### src/rcor_cfg.svh
// Register offsets, field positions and fixed values of the clock offset report
`ifndef RCOR_CFG_SVH
`define RCOR_CFG_SVH
`define RCOR_ADDR_INTERVAL   6'h13
`define RCOR_ADDR_OFFSET     6'h14
`define RCOR_IVL_PRF16       32'h01f00000
`define RCOR_IVL_PRF64       32'h01fc0000
`define RCOR_TOFS_W          19
`define RCOR_RSMP_LSB        24
`define RCOR_PHASE_W         7
`define RCOR_OCTET4_LSB      32
`define RCOR_RSMP_W          8
`define RCOR_IVL_W           32
`define RCOR_RD_W            40
`define RCOR_IVL_PAD         8'h00
`define RCOR_IVL_RST         32'h00000000
`define RCOR_OFS_RST         40'h0000000000
`define RCOR_UNMAPPED        40'h0000000000
`define RCOR_BUF0            1'b0
`define RCOR_BUF1            1'b1
`endif

### src/rcor_pkg.sv
// Types of the clock offset report register bank
package rcor_pkg;
	typedef struct packed {
		logic        prf64;
		logic [18:0] timing_offset_value;
		logic [7:0]  resampler_delay;
		logic [6:0]  carrier_phase_at_stamp;
	} rcor_meas_t;
	typedef struct packed {
		logic [31:0] tracking_interval_value;
		logic [39:0] offset_word;
	} rcor_regs_t;
endpackage

### src/rcor_bank.sv
// Receive clock offset report registers, double-buffered
`timescale 1ns/1ps
`include "rcor_cfg.svh"
// Function
// - Interval and offset update only on successful frame demodulation.
// - Both registers live in the double-buffered receive set, per buffer.
// - Interval is 0x01F00000 at 16 MHz PRF, 0x01FC0000 at 64 MHz.
// - Interval is the span over which the offset was accumulated.
// - Timing offset is a 19-bit signed value in bits 18..0.
// - Positive offset means remote clock faster; negative means slower.
// - Bits 31..24 report the 8-bit resampler delay, diagnostic only.
// - Octet 4 bits 6..0 hold carrier phase at timestamp capture.
// - Full seven-bit phase range spans 360 degrees of carrier loop.
module rcor_bank import rcor_pkg::*; (
	input  wire logic        clk,
	input  wire logic        rst_n,
	input  wire logic        demod_ok,
	input  wire rcor_meas_t  meas,
	input  wire logic        fill_buf,
	input  wire logic        host_buf,
	input  wire logic        rd_en,
	input  wire logic [5:0]  rd_addr,
	output logic [39:0]      rd_data,
	output logic             rd_valid
);
	// Buffer 0 of the swinging set
	logic [`RCOR_IVL_W-1:0] ivl0_q;
	logic [`RCOR_IVL_W-1:0] ivl0_d;
	logic [`RCOR_RD_W-1:0]  ofs0_q;
	logic [`RCOR_RD_W-1:0]  ofs0_d;
	// Buffer 1 of the swinging set
	logic [`RCOR_IVL_W-1:0] ivl1_q;
	logic [`RCOR_IVL_W-1:0] ivl1_d;
	logic [`RCOR_RD_W-1:0]  ofs1_q;
	logic [`RCOR_RD_W-1:0]  ofs1_d;
	logic [`RCOR_IVL_W-1:0] cap_ivl;
	logic [`RCOR_RD_W-1:0]  cap_ofs;
	logic                   cap0;
	logic                   cap1;
	rcor_regs_t             host_view;
	logic [`RCOR_RD_W-1:0]  rd_data_q;
	logic [`RCOR_RD_W-1:0]  rd_data_d;
	logic                   rd_valid_q;
	logic                   rd_valid_d;

	function automatic logic [`RCOR_IVL_W-1:0] rcor_interval(input logic prf64);
		logic [`RCOR_IVL_W-1:0] v;
		if (prf64) begin
			v = `RCOR_IVL_PRF64;
		end else begin
			v = `RCOR_IVL_PRF16;
		end
		return v;
	endfunction

	function automatic logic [`RCOR_RD_W-1:0] rcor_pack(input rcor_meas_t m);
		logic [`RCOR_RD_W-1:0] w;
		// Reserved positions stay zero
		w = '0;
		w[`RCOR_TOFS_W-1:0] = m.timing_offset_value;
		w[`RCOR_RSMP_LSB +: `RCOR_RSMP_W] = m.resampler_delay;
		w[`RCOR_OCTET4_LSB +: `RCOR_PHASE_W] = m.carrier_phase_at_stamp;
		return w;
	endfunction

	function automatic logic rcor_mapped(input logic [5:0] addr);
		logic hit;
		hit = 1'b0;
		if (addr == `RCOR_ADDR_INTERVAL) begin
			hit = 1'b1;
		end
		if (addr == `RCOR_ADDR_OFFSET) begin
			hit = 1'b1;
		end
		return hit;
	endfunction

	function automatic logic [`RCOR_RD_W-1:0] rcor_read(
		input rcor_regs_t r,
		input logic [5:0] addr
	);
		logic [`RCOR_RD_W-1:0] w;
		w = `RCOR_UNMAPPED;
		unique case (addr)
			`RCOR_ADDR_INTERVAL: begin
				w = {`RCOR_IVL_PAD, r.tracking_interval_value};
			end
			`RCOR_ADDR_OFFSET: begin
				w = r.offset_word;
			end
			default: begin
				w = `RCOR_UNMAPPED;
			end
		endcase
		return w;
	endfunction

	always_comb begin
		cap0    = 1'b0;
		cap1    = 1'b0;
		cap_ivl = rcor_interval(meas.prf64);
		cap_ofs = rcor_pack(meas);
		if (demod_ok) begin
			if (fill_buf == `RCOR_BUF0) begin
				cap0 = 1'b1;
			end else begin
				cap1 = 1'b1;
			end
		end
	end

	// Interval and offset share one strobe, so they always pair
	always_comb begin
		ivl0_d = ivl0_q;
		if (cap0) begin
			ivl0_d = cap_ivl;
		end
	end

	always_ff @(posedge clk or negedge rst_n) begin
		if (!rst_n) begin
			ivl0_q <= `RCOR_IVL_RST;
		end else begin
			ivl0_q <= ivl0_d;
		end
	end

	always_comb begin
		ofs0_d = ofs0_q;
		if (cap0) begin
			ofs0_d = cap_ofs;
		end
	end

	always_ff @(posedge clk or negedge rst_n) begin
		if (!rst_n) begin
			ofs0_q <= `RCOR_OFS_RST;
		end else begin
			ofs0_q <= ofs0_d;
		end
	end

	always_comb begin
		ivl1_d = ivl1_q;
		if (cap1) begin
			ivl1_d = cap_ivl;
		end
	end

	always_ff @(posedge clk or negedge rst_n) begin
		if (!rst_n) begin
			ivl1_q <= `RCOR_IVL_RST;
		end else begin
			ivl1_q <= ivl1_d;
		end
	end

	always_comb begin
		ofs1_d = ofs1_q;
		if (cap1) begin
			ofs1_d = cap_ofs;
		end
	end

	always_ff @(posedge clk or negedge rst_n) begin
		if (!rst_n) begin
			ofs1_q <= `RCOR_OFS_RST;
		end else begin
			ofs1_q <= ofs1_d;
		end
	end

	// Host sees the buffer host_buf selects, even when it is the one being filled
	always_comb begin
		host_view.tracking_interval_value = ivl0_q;
		host_view.offset_word             = ofs0_q;
		if (host_buf == `RCOR_BUF1) begin
			host_view.tracking_interval_value = ivl1_q;
			host_view.offset_word             = ofs1_q;
		end
	end

	always_comb begin
		rd_data_d = rd_data_q;
		if (rd_en) begin
			if (rcor_mapped(rd_addr)) begin
				rd_data_d = rcor_read(host_view, rd_addr);
			end else begin
				rd_data_d = `RCOR_UNMAPPED;
			end
		end
	end

	always_ff @(posedge clk or negedge rst_n) begin
		if (!rst_n) begin
			rd_data_q <= `RCOR_UNMAPPED;
		end else begin
			rd_data_q <= rd_data_d;
		end
	end

	always_comb begin
		rd_valid_d = rd_en;
	end

	always_ff @(posedge clk or negedge rst_n) begin
		if (!rst_n) begin
			rd_valid_q <= 1'b0;
		end else begin
			rd_valid_q <= rd_valid_d;
		end
	end

	assign rd_data  = rd_data_q;
	assign rd_valid = rd_valid_q;
endmodule

### config.mk
export PLATFORM = sky130hd
export DESIGN_NAME = rcor_bank
export DESIGN_NICKNAME = d
export VERILOG_FILES = /design/src/rcor_pkg.sv /design/src/rcor_bank.sv
export VERILOG_INCLUDE_DIRS = /design/src
export SDC_FILE = /design/constraint.sdc
export NUM_CORES = 1
export LEC_CHECK = 0
export ABC_CLOCK_PERIOD_IN_PS = 1100
export BUFFER_PORTS_ARGS = -buffer_cell sky130_fd_sc_hd__buf_2
export CELL_PAD_IN_SITES_DETAIL_PLACEMENT = 0
export CELL_PAD_IN_SITES_GLOBAL_PLACEMENT = 1
export CORE_MARGIN = 5
export CORE_UTILIZATION = 40
export DETAILED_ROUTE_END_ITERATION = 10
export GPL_TIMING_DRIVEN = 1
export MAX_ROUTING_LAYER = met4
export PLACE_DENSITY_LB_ADDON = 0.3
export REMOVE_ABC_BUFFERS = 1
export SYNTH_ARGS = -nofsm -noshare
export SYNTH_HDL_FRONTEND = slang
export SYNTH_SLANG_ARGS = --single-unit
### constraint.sdc
create_clock -name clk -period 1.1 [get_ports clk]
set_clock_uncertainty 0.2 [all_clocks]
set_input_delay 0.165 -clock clk [delete_from_list [all_inputs] [get_ports clk]]
set_output_delay 0.165 -clock clk [all_outputs]
set_load 0.02 [all_outputs]
Yosys cells after proc, flatten, opt, wreduce, memory -nomap -nowiden --
Cells that the tools add are included.
Storage, ports and cells: register bits 173, input bits 47, output and inout port bits 41, word-level logic and storage cells 19
Operators by class: equality and inequality tests 2, multiplexer cells 11
Operators with widths (number):
- case mux 40 bit (2 select lines) | 1
- two-way mux 72 bit | 1
- two-way mux 40 bit | 1
- two-way mux 20 bit | 1
- == test 6 x 5 -> 1 bit (second input constant) | 2
- two-way mux 1 bit | 7

Depth between registers and ports, before layout --
Gate-level depths: netlist (run 1).
depth in word-level cells 5, depth in mapped cells 5, depth with buffers taken out 3

Worst setup path after synthesis (run 1) --
No wires, ideal clock.
path type input port to flip-flop, from input port demod_ok, to register ofs0_q[10], setup time 125 ps, arrival time 907 ps, required time 775 ps, slack -132 ps, cell stages on the path 4, path buffers 2, path through nor2b_1 > buf_4 > buf_6 > mux2_4
On the way: longest elaborated chain between the ends 1
Ends and longest elaborated chain:
- start: declaration | line rcor_bank.sv:17 | input wire logic demod_ok,
- two-way mux 1 bit | line rcor_bank.sv:103 | if (demod_ok) begin
- end signal: assignment | line rcor_bank.sv:137 | ofs0_q <= `RCOR_OFS_RST;
- end signal: assignment | line rcor_bank.sv:139 | ofs0_q <= ofs0_d;
- end: declaration | line rcor_bank.sv:29 | logic [`RCOR_RD_W-1:0] ofs0_q;
Every way passes these cells. A chain may end at the register's enable or synchronous reset.

==> results of run 1 <==
## logic make-up (layout without fill, tap and decap cells)
kind of cell,Yosys count,count (layout),synth area share
flops,109,109,0.5701
simple gates,44,44,0.04472
other cells,1,1,0.0007838
compound gates,36,36,0.04759
buf+inv,62,218,0.06459
mux,106,106,0.2722
## per-layer routing
| metal | GRT usage | share of wire | vias to the layer above |
|---|---|---|---|
| met2 | 0.2360 | 0.47 | 60 |
| met3 | 0.02327 | 0.034 | 11 |
| met4 | 0.05798 | 0.016 | 0 |
| li1 | - | - | 1517 |
| met5 | - | 0 | - |
| met1 | 0.2089 | 0.48 | 1640 |
## sequential cells by signal, indices dropped and copies added, names as in the netlist
name	flops
ivl1_q	2
ivl0_q	2
ofs0_q	34
ofs1_q	34
rd_valid	1
rd_data	36
## final cells by class
| cell class | instances | area (um^2) | share of cell area |
|---|---|---|---|
| sequential | 109 | 2728 | 0.3974 |
| multi-input combinational | 187 | 2022 | 0.2946 |
| timing repair buffer | 166 | 1468 | 0.2139 |
| clock buffer | 11 | 242.7 | 0.03537 |
| tap | 147 | 183.9 | 0.02680 |
| inverter | 36 | 135.1 | 0.01969 |
| clock inverter | 5 | 83.83 | 0.01222 |
## stage by stage
| stage | worst slack, ns | cells | util | setup TNS [ns] | area [um^2] |
|---|---|---|---|---|---|
| 2_1_floorplan | -2.205 | 332 | - | -86.41 | 4611 |
| 3_3_place_gp | -0.2670 | 581 | 0.4610 | -21.60 | 5468 |
| 3_5_place_dp | -0.2904 | 581 | 0.4610 | -22.40 | 5468 |
| 4_1_cts | -0.1991 | 642 | 0.5462 | -6.610 | 6479 |
| 5_1_grt | -0.2199 | 661 | 0.5786 | -8.113 | 6863 |
| 6_report | -0.1819 | 661 | 0.5786 | -6.033 | 6863 |
## cell usage after synthesis, drive strengths merged
| cell type | n |
|---|---|
| buf | 22 |
| clkbuf | 4 |
| and3b | 1 |
| nand3 | 1 |
| inv | 36 |
| o21ai | 2 |
| dfrtp | 109 |
| o221ai | 2 |
| mux2 | 106 |
| nand2 | 35 |
| nor3b | 1 |
| nand4 | 2 |
| nor2 | 1 |
| nand2b | 1 |
| nor2b | 1 |
| conb | 1 |
| o22ai | 32 |
| or2 | 1 |
## worst max-delay path by stage
stage                              to  depth (start not counted)
after floorplan            ivl0_q[19]                          2
after global placement      ofs0_q[2]                          4
after detailed placement   ofs0_q[38]                          4
after CTS                 rd_data[21]                          1
after global routing      rd_data[21]                          1
final                     rd_data[21]                          1
## power breakdown
| group | switching, mW | internal [mW] |
|---|---|---|
| Clock | 1.45 | 2.06 |
| Sequential | 0.209 | 4.40 |
| Combinational | 0.629 | 1.11 |
## timing repair
item / CTS / global route
endpoints found under the setup margin: 50 / 77
cloned: 0 / 0
hold endpoints to repair: 180 / 0
buffers inserted: 9 / 20
pin swaps: 2 / 8
gates resized for setup: 83 / 60
hold buffers: 36 / 0
==> impl_table.tex, run 1 <==
\begin{tabular}{lr}
\hline
Metric & Value \\
\hline
\multicolumn{2}{l}{\textbf{Final layout}} \\
Fraction of final layout cells sized beyond drive strength 1 & 0.5759 \\
Most common cell after layout, fill and taps aside & sky130\_fd\_sc\_hd\_\_dfrtp\_1 \\
Nets@finish & around 560 \\
Commonest cells after routing, fill and taps aside & sky130\_fd\_sc\_hd\_\_dfrtp\_1 (109), sky130\_fd\_sc\_hd\_\_mux2\_4 (56), sky130\_fd\_sc\_hd\_\_mux2\_2 (50) \\
Relative area change from synthesis to final layout & 43.44\% \\
Fill cell total of the finished layout & just over 1000 \\
ANT cells & 0 \\
\multicolumn{2}{l}{\textbf{Synthesis}} \\
Register area share after synthesis & 0.5701 \\
Netlist area before placement & about 0.0048 mm\^{}2 \\
Register bit count reported by yosys & approximately 110 \\
Average cell area after synthesis & between 10 and 15 um\^{}2 \\
Biggest area consumer among synthesized cells & sky130\_fd\_sc\_hd\_\_dfrtp\_1 \\
Top area cells in the synthesized netlist & sky130\_fd\_sc\_hd\_\_dfrtp\_1 (57\%), sky130\_fd\_sc\_hd\_\_mux2\_2 (18\%), sky130\_fd\_sc\_hd\_\_mux2\_4 (9.1\%) \\
Synth warnings & 0 \\
Share of the synthesized area in the top cell type & 0.5701 \\
Gate count of the mapped netlist & around 360 \\
Unique cell type count in the Yosys netlist & 23 \\
\multicolumn{2}{l}{\textbf{Worst setup path}} \\
Kind of cell with the highest combined delay on the critical path & flip-flops \\
Worst stage delay on the critical path & 0.41 ns \\
Crit path launch type & flop \\
Cells along the critical path & buf\_2 \\
Buf+Inv Stages, Crit Path & 1 \\
Arrival time of data at the critical path endpoint & slightly above 0.9 ns \\
FF-to-FF Start & ivl1\_q[23] \\
R2R setup slack & -0.10 ns \\
Worst-path cell with the longest stage delay & sky130\_fd\_sc\_hd\_\_dfrtp\_1 \\
Terminus of the critical flop-to-flop path & rd\_data[24] \\
Worst path required time & about 0.73 ns \\
Classification of the worst setup path & reg -> out \\
Startpoint of the worst setup timing path & rd\_data[23] \\
R2R depth & 3 \\
Largest fanout on the critical path & 5 \\
Setup crit end kind & output port \\
\multicolumn{2}{l}{\textbf{Drt}} \\
Detail Route Antenna Nets & 0 \\
Final Routed Wirelength & between 10000 and 15000 um \\
Number of DRC markers in iteration 0 & roughly 130 \\
DRC errors left & 0 \\
Initial DRT Pass Iterations & 4 \\
Drt via density & 4.884 \\
Via count & 3228 \\
Routed wire per std cell & about 16 um \\
\multicolumn{2}{l}{\textbf{Timing}} \\
Setup repair after global routing missed its margin & true \\
Setup slack after layout & -0.1819 ns \\
Final Setup Violations & 52 \\
Peak clock frequency supported by timing & just under 0.8 GHz \\
Clock period minus final worst setup slack & 1.282 ns \\
Fin Hold WS & -0.01244 ns \\
Share of the clock period used by the worst path after layout & 1.165 \\
Max-slew violation count & 0 \\
Count of endpoints failing hold in the final timing report & 2 \\
\multicolumn{2}{l}{\textbf{Hold path}} \\
Hold path depth & 3 \\
Source of the worst hold timing path & rd\_addr[2] \\
Worst min-delay path category & in -> reg \\
Worst-case hold path end point & rd\_data[24] \\
\multicolumn{2}{l}{\textbf{Placement}} \\
Placed wire-length estimate after detailed placement & between 6000 and 7000 um \\
Port Buffers & 86 \\
Final weighted congestion in routability-driven placement & approximately 0.7 \\
\multicolumn{2}{l}{\textbf{Global route}} \\
Global-route wire length before repair & about 17000 um \\
Antenna violations before repair & 0 \\
GRT Total Usage & 0.1542 \\
Pin count of the biggest net entering global routing & 58 \\
Residual overflow from global routing & 0 \\
Vias in the first global route & around 3300 \\
\multicolumn{2}{l}{\textbf{Outcome}} \\
Result of the run & finished, violations left \\
Failing checks & hold timing, setup timing \\
\multicolumn{2}{l}{\textbf{Job}} \\
Number of max-cap violations & 0 \\
\multicolumn{2}{l}{\textbf{Die}} \\
I/O pin total & 88 \\
Area of the core region & 0.01186 mm\^{}2 \\
Vert. Die Dim & 119.4 um \\
Floorplan die area & 0.01425 mm\^{}2 \\
Starting Density & 0.4034 \\
X dimension of the die & around 120 um \\
Placement row count & 40 \\
\multicolumn{2}{l}{\textbf{Clocking}} \\
Maximum level of the CTS H-tree & 3 \\
Number of clock buffers inserted by TritonCTS & 9 \\
Clock tree from TritonCTS & yes \\
Clock Tree Buf Depth & 2 \\
Insertion delay to the later sink of the worst-skew pair & approximately 0.34 ns \\
Root buffer cell & sky130\_fd\_sc\_hd\_\_clkbuf\_16 \\
Number of clock sinks & 109 \\
Clock-pin slew on the worst setup and hold paths & around 0.07 ns \\
\multicolumn{2}{l}{\textbf{Pwr}} \\
Power density cells & 1436 mW/mm\^{}2 \\
Leak pwr & $\sim$3.2 nW \\
Overall power & about 10 mW \\
Worst supply voltage drop on vdd & about 0.00075 V \\
\hline
\end{tabular}
No activity file was read; power rests on OpenSTA's default activity.
==> run 2: changes to the inputs <==
- SKIP_CTS_REPAIR_TIMING: unset -> 1
==> run 2 against run 1 <==
Against the previous run:
- the run still ends with hold timing, setup timing left
- setup slack got worse by 0.0054 ns
- clock power about the same
- critical path depth unchanged
- die area unchanged
- critical path type unchanged
- largest power group unchanged
==> impl_table.tex, run 2 (same netlist as run 1, synthesis figures left out) <==
\begin{tabular}{lr}
\hline
Metric & Value \\
\hline
\multicolumn{2}{l}{\textbf{Timing}} \\
Share of the clock period used by the worst path after layout & 1.170 \\
Clock period minus final worst setup slack & $\sim$1.3 ns \\
Max-slew violation count & 0 \\
Peak clock frequency supported by timing & a little under 0.8 GHz \\
Final Setup Violations & 54 \\
Setup slack after layout & -0.1873 ns \\
Setup repair after global routing missed its margin & true \\
Fin Hold WS & -0.01361 ns \\
Count of endpoints failing hold in the final timing report & 2 \\
\multicolumn{2}{l}{\textbf{Drt}} \\
Initial DRT Pass Iterations & 4 \\
Detail Route Antenna Nets & 0 \\
DRC errors left & 0 \\
Routed wire per std cell & approximately 16 um \\
Via count & 3214 \\
Drt via density & a little under 5 \\
Final Routed Wirelength & 10510 um \\
Number of DRC markers in iteration 0 & $\sim$130 \\
\multicolumn{2}{l}{\textbf{Worst setup path}} \\
Worst path required time & 0.73 ns \\
R2R depth & 3 \\
Worst-path cell with the longest stage delay & sky130\_fd\_sc\_hd\_\_dfrtp\_1 \\
Terminus of the critical flop-to-flop path & rd\_data[24] \\
Buf+Inv Stages, Crit Path & 1 \\
FF-to-FF Start & ivl1\_q[23] \\
R2R setup slack & -0.10 ns \\
Setup crit end kind & output port \\
Crit path launch type & flop \\
Kind of cell with the highest combined delay on the critical path & flip-flops \\
Largest fanout on the critical path & 5 \\
Classification of the worst setup path & reg -> out \\
Arrival time of data at the critical path endpoint & 0.92 ns \\
Worst stage delay on the critical path & a little over 0.4 ns \\
Cells along the critical path & buf\_2 \\
\multicolumn{2}{l}{\textbf{Pwr}} \\
Worst supply voltage drop on vdd & around 0.00075 V \\
Power density cells & $\sim$1400 mW/mm\^{}2 \\
Leak pwr & about 3.2 nW \\
Overall power & 9.847 mW \\
\multicolumn{2}{l}{\textbf{Global route}} \\
Vias in the first global route & 3155 \\
Residual overflow from global routing & 0 \\
Pin count of the biggest net entering global routing & 58 \\
Antenna violations before repair & 0 \\
GRT Total Usage & 0.1503 \\
Global-route wire length before repair & 16500 um \\
\multicolumn{2}{l}{\textbf{Hold path}} \\
Worst min-delay path category & in -> reg \\
Source of the worst hold timing path & rd\_addr[2] \\
Worst-case hold path end point & rd\_data[24] \\
Hold path depth & 3 \\
\multicolumn{2}{l}{\textbf{Final layout}} \\
ANT cells & 0 \\
Final design utilization & 0.5780 \\
Relative area change from synthesis to final layout & 43.28\% \\
FF/Latch Area & around 0.0027 mm\^{}2 \\
Nets@finish & between 500 and 600 \\
Most common cell after layout, fill and taps aside & sky130\_fd\_sc\_hd\_\_dfrtp\_1 \\
Commonest cells after routing, fill and taps aside & sky130\_fd\_sc\_hd\_\_dfrtp\_1 (109), sky130\_fd\_sc\_hd\_\_mux2\_4 (56), sky130\_fd\_sc\_hd\_\_mux2\_2 (50) \\
Fill cell total of the finished layout & approximately 1000 \\
Area taken by multi-input logic gates & about 0.002 mm\^{}2 \\
Fraction of final layout cells sized beyond drive strength 1 & 0.5770 \\
Largest register FFs & 36 \\
\multicolumn{2}{l}{\textbf{Die}} \\
I/O pin total & 88 \\
X dimension of the die & 119.4 um \\
Starting Density & 0.4034 \\
Vert. Die Dim & about 120 um \\
Floorplan die area & 0.01425 mm\^{}2 \\
Placement row count & 40 \\
Area of the core region & between 0.01 and 0.015 mm\^{}2 \\
\multicolumn{2}{l}{\textbf{Clocking}} \\
Root buffer cell & sky130\_fd\_sc\_hd\_\_clkbuf\_16 \\
Insertion delay to the later sink of the worst-skew pair & about 0.34 ns \\
Clock Tree Buf Depth & 2 \\
Number of clock buffers inserted by TritonCTS & 9 \\
Clock-pin slew on the worst setup and hold paths & 0.07 ns \\
Number of clock sinks & 109 \\
Clock tree from TritonCTS & yes \\
Maximum level of the CTS H-tree & 3 \\
\multicolumn{2}{l}{\textbf{Placement}} \\
Port Buffers & 86 \\
Final weighted congestion in routability-driven placement & 0.6911 \\
Placed wire-length estimate after detailed placement & approximately 6700 um \\
\multicolumn{2}{l}{\textbf{Outcome}} \\
Result of the run & finished, violations left \\
Failing checks & hold timing, setup timing \\
\multicolumn{2}{l}{\textbf{Job}} \\
Number of max-cap violations & 0 \\
\hline
\end{tabular}
run 2: cell count changes in the layout (fill, tap and decap cells not counted), sizes merged:
| cell | delta |
|---|---|
| buf | -1 |
run 2: through the flow:
step	setup WS [ns]	cell area, um^2	setup TNS, ns	instances
6_report	-0.1873	6855	-6.104	660
5_1_grt	-0.2200	6855	-8.082	660
4_1_cts	-0.2068	5794	-7.128	597
3_5_place_dp	-0.2904	5468	-22.40	581
3_3_place_gp	-0.2670	5468	-21.60	581
2_1_floorplan	-2.205	4611	-86.41	332
run 2: worst max path at each step:
stage	cells past startpoint	slack (ns)	startpoint	to
CTS	1	-0.21	rd_data[23]	rd_data[21]
global placement	4	-0.27	demod_ok	ofs0_q[2]
finish	1	-0.19	rd_data[23]	rd_data[21]
detailed placement	4	-0.29	demod_ok	ofs0_q[38]
floorplan	2	-2.21	fill_buf	ivl0_q[19]
global route	1	-0.22	rd_data[23]	rd_data[21]
run 2: final cells by class:
cell class / instances / area share
Sequential cell: 109 / 0.3979
Multi-Input combinational cell: 187 / 0.2959
Timing Repair Buffer: 165 / 0.2121
Clock buffer: 11 / 0.03541
Tap cell: 147 / 0.02683
Inverter: 36 / 0.01971
Clock inverter: 5 / 0.01223
run 2: power breakdown:
part           leakage, nW  switching, mW  internal, mW  total, mW
logic                 1.67          0.630          1.10       1.73
clock network        0.152           1.44          2.06       3.50
registers             1.35          0.208          4.40       4.61
total                 3.17           2.28          7.57       9.85
run 2: routing by layer:
metal / track usage / wire length, um
met5: - / 0
met4: 0.05798 / 155
met3: 0.02896 / 391
met2: 0.2208 / 4951
met1: 0.2069 / 5013
